`src/design/lir_defines.vh`:
```
// constants for the bus controller register front end
`ifndef LIR_DEFINES_VH
`define LIR_DEFINES_VH
// special function register addresses
`define LIR_SFR_MODE        8'hc9
`define LIR_SFR_DATA        8'hd2
`define LIR_SFR_ADDR        8'hd3
// indirect addresses
`define LIR_IA_DATA_LAST    8'h07
`define LIR_IA_CTRL         8'h08
`define LIR_IA_STAT         8'h09
`define LIR_IA_ERR          8'h0a
`define LIR_IA_SIZE         8'h0b
`define LIR_IA_DIV          8'h0c
`define LIR_IA_MUL          8'h0d
`define LIR_IA_ID           8'h0e
// mode register fields and reset
`define LIR_MODE_EN         7
`define LIR_MODE_MASTER     6
`define LIR_MODE_AUTO       5
`define LIR_MODE_RST        8'h60
`define LIR_MODE_KEEP       8'he0
// control register bits
`define LIR_C_STOP          7
`define LIR_C_SLEEP         6
`define LIR_C_DIR           5
`define LIR_C_ACK           4
`define LIR_C_CLRINT        3
`define LIR_C_CLRERR        2
`define LIR_C_WAKE          1
`define LIR_C_START         0
// status register bits
`define LIR_S_ACTIVE        7
`define LIR_S_IDREQ         4
`define LIR_S_INT           3
`define LIR_S_ERROR         2
// masks
`define LIR_SLAVE_ONLY_CTRL 8'hd0
`define LIR_MASTER_ONLY_CTRL 8'h01
`define LIR_ERR_MASK        8'h1f
`define LIR_ID_MASK         8'h3f
`define LIR_ZERO            8'h00
`endif

```
`src/design/lir_top.v`:
```
// register front end of the serial bus controller, reached through mode, address and data sfrs
`timescale 1ns/1ps
`default_nettype none
`include "lir_defines.vh"

// Contract
// - data port read returns the core register the pointer selects
// - data port write stores into the core register the pointer selects
// - mode bit 7 enables controller; resets to zero
// - mode bit 6 selects master when one, slave when zero; resets to master
// - mode bit 5 selects automatic rate; resets one; only matters in slave role
// - mode low five bits read zero, writes ignored
// - indirect 0x00 to 0x07 are eight data bytes, reset zero
// - fifteen indirect registers from data bytes up to identifier at 0x0e
// - master-only bits usable in master role, slave-only bits in slave role
// - stop bit pulses halt until next sync break; reads zero
// - sleep bit in slave role sleeps node; clearing wakes it
// - direction bit: one transmits response, zero receives
// - slave acknowledge bit set by software, cleared by controller
// - writing one to bit 3 clears pending interrupt; reads zero
// - writing one to bit 2 clears status error bit and error flags; reads zero
// - wake request sends wakeup signal, controller clears it
// - master start request starts frame, cleared on completion or error
// - indirect address pointer is eight bits, resets zero
// - status bit 3 reads one while interrupt pending
// - slave access to data and identifier only when request pending, bus idle
module lir_top #(
   parameter NUM_BYTES = 8
) (
   // clock and reset
   input  wire        ref_clk,
   input  wire        reset,
   // special function register port
   input  wire [7:0]  sfr_addr,
   input  wire        sfr_wr,
   input  wire        sfr_rd,
   input  wire [7:0]  sfr_wdata,
   output reg  [7:0]  sfr_rdata_ff,
   // frame engine side
   input  wire        eng_done,
   input  wire        eng_error,
   input  wire        eng_ack_taken,
   input  wire        eng_wake_sent,
   input  wire        eng_sync_break,
   input  wire [7:0]  eng_status_set,
   input  wire [7:0]  eng_error_set,
   input  wire        eng_byte_we,
   input  wire [2:0]  eng_byte_idx,
   input  wire [7:0]  eng_byte_data,
   // control outputs
   output reg         controller_enable_ff,
   output reg         master_role_ff,
   output reg         auto_rate_select_ff,
   output reg         frame_direction_ff,
   output reg         sleep_ff,
   output reg         request_acknowledge_ff,
   output reg         wake_signal_request_ff,
   output reg         frame_start_request_ff,
   output reg         stop_pulse_ff,
   output reg         halted_ff,
   output reg  [7:0]  frame_length_checksum_ff,
   output reg  [7:0]  baud_divider_low_ff,
   output reg  [7:0]  baud_prescale_multiplier_ff,
   output reg  [7:0]  frame_identifier_ff
);

   //----------------------------------------
   // storage
   //----------------------------------------
   reg  [7:0] indirect_address_pointer_ff;
   reg  [7:0] frame_data_byte_ff [0:NUM_BYTES-1];
   reg  [7:0] bus_status_ff;
   reg  [7:0] bus_error_flags_ff;

   //----------------------------------------
   // decode
   //----------------------------------------
   wire       wr_mode = sfr_wr && (sfr_addr == `LIR_SFR_MODE);
   wire       wr_ptr  = sfr_wr && (sfr_addr == `LIR_SFR_ADDR);
   wire       wr_dat  = sfr_wr && (sfr_addr == `LIR_SFR_DATA);
   wire [7:0] ptr     = indirect_address_pointer_ff;
   wire       slave   = ~master_role_ff;

   // slave buffer access needs pending request and quiet bus
   function buf_ok;
      input sl;
      input [7:0] st;
      begin
         buf_ok = ~sl | (st[`LIR_S_IDREQ] & ~st[`LIR_S_ACTIVE]);
      end
   endfunction

   function is_data;
      input [7:0] a;
      begin
         is_data = (a <= `LIR_IA_DATA_LAST);
      end
   endfunction

   wire access_ok = buf_ok(slave, bus_status_ff);
   wire wr_ctrl   = wr_dat && (ptr == `LIR_IA_CTRL);
   // role masking of control writes
   wire [7:0] ctrl_mask = master_role_ff ? ~`LIR_SLAVE_ONLY_CTRL : ~`LIR_MASTER_ONLY_CTRL;
   wire [7:0] ctrl_w    = sfr_wdata & ctrl_mask;
   wire       clr_err   = wr_ctrl && ctrl_w[`LIR_C_CLRERR];
   wire       clr_int   = wr_ctrl && ctrl_w[`LIR_C_CLRINT];

   //----------------------------------------
   // direct registers
   //----------------------------------------
   always @(posedge ref_clk or posedge reset) begin
      if (reset) begin
         indirect_address_pointer_ff <= `LIR_ZERO;
         controller_enable_ff        <= 1'b0;
         master_role_ff              <= 1'b1;
         auto_rate_select_ff         <= 1'b1;
      end else begin
         if (wr_ptr)
            indirect_address_pointer_ff <= sfr_wdata;
         if (wr_mode) begin
            // low bits have no storage at all
            controller_enable_ff <= sfr_wdata[`LIR_MODE_EN];
            master_role_ff       <= sfr_wdata[`LIR_MODE_MASTER];
            auto_rate_select_ff  <= sfr_wdata[`LIR_MODE_AUTO];
         end
      end
   end

   //----------------------------------------
   // data bytes
   //----------------------------------------
   genvar gi;
   generate
      for (gi = 0; gi < NUM_BYTES; gi = gi + 1) begin : g_byte
         always @(posedge ref_clk or posedge reset) begin
            if (reset) begin
               frame_data_byte_ff[gi] <= `LIR_ZERO;
            end else if (wr_dat && is_data(ptr) && access_ok && ptr[2:0] == gi) begin
               frame_data_byte_ff[gi] <= sfr_wdata;
            end else if (eng_byte_we && eng_byte_idx == gi) begin
               frame_data_byte_ff[gi] <= eng_byte_data;
            end
         end
      end
   endgenerate

   //----------------------------------------
   // config registers
   //----------------------------------------
   always @(posedge ref_clk or posedge reset) begin
      if (reset) begin
         frame_length_checksum_ff    <= `LIR_ZERO;
         baud_divider_low_ff         <= `LIR_ZERO;
         baud_prescale_multiplier_ff <= `LIR_ZERO;
         frame_identifier_ff         <= `LIR_ZERO;
      end else if (wr_dat) begin
         case (ptr)
            `LIR_IA_SIZE: frame_length_checksum_ff    <= sfr_wdata;
            `LIR_IA_DIV:  baud_divider_low_ff         <= sfr_wdata;
            `LIR_IA_MUL:  baud_prescale_multiplier_ff <= sfr_wdata;
            `LIR_IA_ID: begin
               if (access_ok)
                  frame_identifier_ff <= sfr_wdata & `LIR_ID_MASK;
            end
            default: ;
         endcase
      end
   end

   //----------------------------------------
   // control bits
   //----------------------------------------
   always @(posedge ref_clk or posedge reset) begin
      if (reset) begin
         frame_direction_ff     <= 1'b0;
         sleep_ff               <= 1'b0;
         request_acknowledge_ff <= 1'b0;
         wake_signal_request_ff <= 1'b0;
         frame_start_request_ff <= 1'b0;
         stop_pulse_ff          <= 1'b0;
         halted_ff              <= 1'b0;
      end else begin
         stop_pulse_ff <= wr_ctrl && ctrl_w[`LIR_C_STOP];
         // sync break releases; a new stop in the same cycle wins
         if (wr_ctrl && ctrl_w[`LIR_C_STOP])
            halted_ff <= 1'b1;
         else if (eng_sync_break)
            halted_ff <= 1'b0;
         if (wr_ctrl) begin
            frame_direction_ff <= ctrl_w[`LIR_C_DIR];
            if (slave)
               sleep_ff <= ctrl_w[`LIR_C_SLEEP];
         end
         // software set wins over the engine clear
         if (wr_ctrl && ctrl_w[`LIR_C_ACK])
            request_acknowledge_ff <= 1'b1;
         else if (eng_ack_taken)
            request_acknowledge_ff <= 1'b0;
         if (wr_ctrl && ctrl_w[`LIR_C_WAKE])
            wake_signal_request_ff <= 1'b1;
         else if (eng_wake_sent || eng_error)
            wake_signal_request_ff <= 1'b0;
         if (wr_ctrl && ctrl_w[`LIR_C_START])
            frame_start_request_ff <= 1'b1;
         else if (eng_done || eng_error)
            frame_start_request_ff <= 1'b0;
      end
   end

   //----------------------------------------
   // status and error flags
   //----------------------------------------
   always @(posedge ref_clk or posedge reset) begin
      if (reset) begin
         bus_status_ff      <= `LIR_ZERO;
         bus_error_flags_ff <= `LIR_ZERO;
      end else begin
         // set wins over clear so no event is lost
         bus_status_ff <= (bus_status_ff
                           & ~({7'h00, clr_int} << `LIR_S_INT)
                           & ~({7'h00, clr_err} << `LIR_S_ERROR))
                          | eng_status_set
                          | ({7'h00, eng_error} << `LIR_S_ERROR);
         bus_error_flags_ff <= ((clr_err ? `LIR_ZERO : bus_error_flags_ff)
                                | eng_error_set) & `LIR_ERR_MASK;
      end
   end

   //----------------------------------------
   // read mux
   //----------------------------------------
   reg [7:0] nxt_rdata;
   reg [7:0] ind;
   always @* begin
      ind = `LIR_ZERO;
      if (is_data(ptr)) begin
         ind = access_ok ? frame_data_byte_ff[ptr[2:0]] : `LIR_ZERO;
      end else begin
         case (ptr)
            `LIR_IA_CTRL: ind = {1'b0, sleep_ff, frame_direction_ff, request_acknowledge_ff,
                                 2'b00, wake_signal_request_ff, frame_start_request_ff};
            `LIR_IA_STAT: ind = bus_status_ff;
            `LIR_IA_ERR:  ind = bus_error_flags_ff;
            `LIR_IA_SIZE: ind = frame_length_checksum_ff;
            `LIR_IA_DIV:  ind = baud_divider_low_ff;
            `LIR_IA_MUL:  ind = baud_prescale_multiplier_ff;
            `LIR_IA_ID:   ind = access_ok ? frame_identifier_ff : `LIR_ZERO;
            default:      ind = `LIR_ZERO;
         endcase
      end
      nxt_rdata = `LIR_ZERO;
      if (sfr_rd) begin
         case (sfr_addr)
            `LIR_SFR_MODE: nxt_rdata = {controller_enable_ff, master_role_ff,
                                        auto_rate_select_ff, 5'h00} & `LIR_MODE_KEEP;
            `LIR_SFR_ADDR: nxt_rdata = indirect_address_pointer_ff;
            `LIR_SFR_DATA: nxt_rdata = ind;
            default:       nxt_rdata = `LIR_ZERO;
         endcase
      end
   end

   always @(posedge ref_clk or posedge reset) begin
      if (reset)
         sfr_rdata_ff <= `LIR_ZERO;
      else
         sfr_rdata_ff <= nxt_rdata;
   end

endmodule // lir_top
`default_nettype wire

```
`config.mk`:
```
export PLATFORM = sky130hd
export DESIGN_NAME = lir_top
export DESIGN_NICKNAME = d
export VERILOG_FILES = /design/src/design/lir_top.v
export VERILOG_INCLUDE_DIRS = /design/src /design/src/design
export SDC_FILE = /design/constraint.sdc
export NUM_CORES = 1
export LEC_CHECK = 0
export ABC_AREA = 1
export BUFFER_PORTS_ARGS = -buffer_cell sky130_fd_sc_hd__buf_2
export CORE_MARGIN = 8
export CORE_UTILIZATION = 53
export DETAILED_ROUTE_END_ITERATION = 8
export PLACE_DENSITY = 0.77
export SLEW_MARGIN = 20
export SYNTH_ARGS = -nofsm -noshare
export SYNTH_HDL_FRONTEND = slang
export SYNTH_SLANG_ARGS = --single-unit
export TNS_END_PERCENT = 20
```
`constraint.sdc`:
```
create_clock -name ref_clk -period 4.4 [get_ports ref_clk]
set_clock_uncertainty 0.15 [all_clocks]
set_input_delay 0.88 -clock ref_clk [delete_from_list [all_inputs] [get_ports ref_clk]]
set_output_delay 0.88 -clock ref_clk [all_outputs]
set_load 0.03 [all_outputs]
```
==> impl_metrics.py <==
metrics = {
    "floorplan": {
        "placementRows": 43,
        "core_area_um2": 13900,
        "vertical_extent_of_the_die_um": 135,
        "floorplan.die.width_um": 135,
        "num_ports": 103,
        "dieArea_um2": 18300,
        "initial_utilization": 0.544,
    },
    "synth": {
        "synthesis.yosys.warnings": 0,
        "yosysTopAreaCellShare": 0.434,
        "postSynthAreaPerCell_um2": 7.75,
        "ys_top_cells_by_area": "sky130_fd_sc_hd__dfrtp_1 43%, sky130_fd_sc_hd__nand2_1 15%, sky130_fd_sc_hd__nand3_1 12%",
        "synth.cell_area_um2": 7540,
        "yosysTopAreaCell": "sky130_fd_sc_hd__dfrtp_1",
        "synth.distinct_cells": 42,
        "synth-seq-area-share": 0.441,
        "synthCells": 974,
        "synth_seq_cells": 133,
    },
    "sta": {
        "min_period_ns": 2.92,
        "setup_repair_after_global_routing_missed_its_margin": "false",
        "slew_headroom": 0.456,
        "timing.final.max_slew_violations": 0,
        "max_freq_mhz": 343,
        "hold_slack_ns": 0.332,
        "setup_viol": 0,
        "total_negative_slack_for_setup_checks_ns": 0,
        "post-route-period-util": 0.664,
        "worst_pin_slew_ns": 0.812,
        "final_hold_violations": 0,
    },
    "critical_path": {
        "timing_worst_setup_path_type": "primary input to register",
        "critical_path.startpoint": "sfr_addr[3]",
        "arrival_ns": 3.07,
        "start_kind": "primary input",
        "critPathCaptureType": "register",
        "cp.required_ns": 4.55,
        "r2r_setup_slack_ns": 1.58,
        "cp_max_fo": 33,
        "r2r_start": "indirect_address_pointer_ff[4]",
    },
    "grt": {
        "gr-usage-all-layers": 0.264,
        "grt_antenna_before_repair": 0,
        "grt_pass1_vias": 6968,
        "grt_start_max_net_pins": 105,
        "grt_first_pass_wirelength_mm": 37.7,
        "grt_residual_overflow": 0,
    },
    "clocking": {
        "cts_tree": "done",
        "cts.path.max_buffers": 2,
        "clk-insertion-delay-late_ns": 0.42,
        "cts.clk_slew.worst_paths_ns": 0.06,
        "post-cts-setup-buffer-count": 0,
        "cts_num_sinks": 133,
        "numCtsBuffers": 17,
        "htree_num_levels": 4,
        "cts_hold_buf": 0,
        "cts_repair_resize_count": 0,
        "root_buffer": "sky130_fd_sc_hd__clkbuf_16",
    },
    "layout": {
        "nFillCells": 1238,
        "final_core_utilization": 0.620,
        "design.final.nets": 1096,
        "area_growth_pct": 14.1,
        "final_layout_size_suffix_gt1_frac": 0.193,
        "antenna_cells": 0,
    },
    "detailed_routing": {
        "metal1_wirelength_mm": 9.79,
        "post_drt_wl_per_cell_um": 19.5,
        "number_of_iterations_in_the_first_detailed_routing_pass": 5,
        "detailroute.via_count": 7450,
        "top_layer": "met4",
        "drt_iter0_drc": 1007,
        "dr_wl_met3_mm": 2.86,
        "post_drt_via_cell_ratio": 6.03,
        "wl_mm": 24.1,
        "ant_nets": 0,
        "dr_wl_met2_mm": 10.4,
        "drc": 0,
    },
    "power": {
        "power.density_cell_area_nw_per_um2": 399,
        "worst_ir_drop_vdd_uv": 282,
        "total_leakage_power_nw": 4.19,
    },
    "hold_path": {
        "hp-class": "register to register",
        "start_point_of_the_worst_min_delay_path": "frame_data_byte_ff[20]",
    },
    "place": {
        "post-dp-hpwl_mm": 16.2,
        "port_buffers": 97,
        "gp_routability_congestion": 0.919,
    },
    "flow_run": {
        "max-cap-violations": 0,
    },
    "outcome": {
        "status": "finished, final reports clean",
    },
}
==> report_power, final <==
part	internal (mW)	switching, mW	total [mW]
Sequential	1.34	0.0785	1.42
Combinational	0.126	0.284	0.409
Clock	1.07	0.533	1.60
==> synthesized netlist by cell type, drive strengths merged <==
cell,count
a21oi,13
o21bai,1
nand4,63
nor2,58
o32ai,1
conb,1
inv,66
a21o,5
clkinv,1
o21a,1
nand3b,1
or2,7
nor4b,1
nor3,3
nand3,190
dfrtp,131
o31ai,1
o22ai,3
a21boi,3
dfstp,2
clkbuf,12
o21ai,63
nand2,305
buf,42
==> layer usage <==
metal  GRT usage  vias up
li1            -     3401
met2       0.379      468
met3      0.0605       81
met4       0.134        0
met1       0.366     3500
met5           0        -
==> placed cells by master, fill, tap and decap left out, drive strengths merged <==
cell and instances:
bufinv 5, nand2 305, o21ai 63, nand3 190
clkinv 3, nand4 63, o31ai 1, a21oi 13
a21boi 3, nor4b 1, clkinvlp 2, conb 2
nand3b 1, nor2 58, o32ai 1, o21bai 1
inv 65, clkbuf 24, or2 7, o21a 1
dfrtp 131, o22ai 3, dfstp 2, a21o 5
buf 103, nor3 3
==> layout make-up <==
type                       instances  area [um2]  share of cell area
tap                              180         225              0.0262
timing repair buffer             103         556              0.0645
inverter                          67         260              0.0302
multi-input combinational        721        3570               0.415
sequential                       133        3330               0.387
clock inverter                     8         171              0.0199
clock buffer                      24         492              0.0571
==> final timing paths <==
check,endpoint,cells after the start
setup / recovery,frame_data_byte_ff[0],10
hold / removal,frame_data_byte_ff[20],2
setup reg to reg,frame_data_byte_ff[0],10
hold reg to reg,frame_data_byte_ff[20],2
max in group asynchronous,frame_data_byte_ff[44],3
min in group asynchronous,frame_length_checksum_ff[2],2
==> through the flow <==
step	power [mW]	area, um2	cells	setup WS [ns]
after global routing	3.54	8610	1236	1.30
after detailed placement	1.83	7940	1204	1.12
final	3.43	8610	1236	1.48
after floorplan	1.70	7550	975	1.72
after CTS	3.42	8610	1236	1.52
after global placement	1.82	7940	1204	1.13
==> cell families (layout without fill, tap and decap cells) <==
kind of cell           after synthesis  in the layout  share of synthesized area
AOI/OAI and AO/OA                   91             91                     0.0715
buffers and inverters              121            202                     0.0856
DFF                                133            133                      0.441
other                                1              2                   0.000497
and+or+nand+nor                    628            628                      0.401
==> state kept, by name (all words and copies together) (netlist names) <==
register and cells:
frame_data_byte_ff 64, baud_divider_low_ff 8, baud_prescale_multiplier_ff 8, bus_status_ff 8, frame_length_checksum_ff 8, indirect_address_pointer_ff 8, sfr_rdata_ff 8, frame_identifier_ff 6
bus_error_flags_ff 5, auto_rate_select_ff 1, controller_enable_ff 1, frame_direction_ff 1, frame_start_request_ff 1, halted_ff 1, master_role_ff 1, request_acknowledge_ff 1
sleep_ff 1, stop_pulse_ff 1, wake_signal_request_ff 1
==> critical path, stage by stage <==
cell and delay (ns):
sky130_fd_sc_hd__buf_2 0.10, sky130_fd_sc_hd__or2_4 0.25, sky130_fd_sc_hd__nor2_4 0.10, sky130_fd_sc_hd__nand3_4 0.15, sky130_fd_sc_hd__nor2_8 0.54, sky130_fd_sc_hd__nand3_2 0.41, sky130_fd_sc_hd__nand2_2 0.28, sky130_fd_sc_hd__inv_1 0.18
sky130_fd_sc_hd__nand2_1 0.10, sky130_fd_sc_hd__nand2_1 0.06
(Power assumes the default switching activity.)
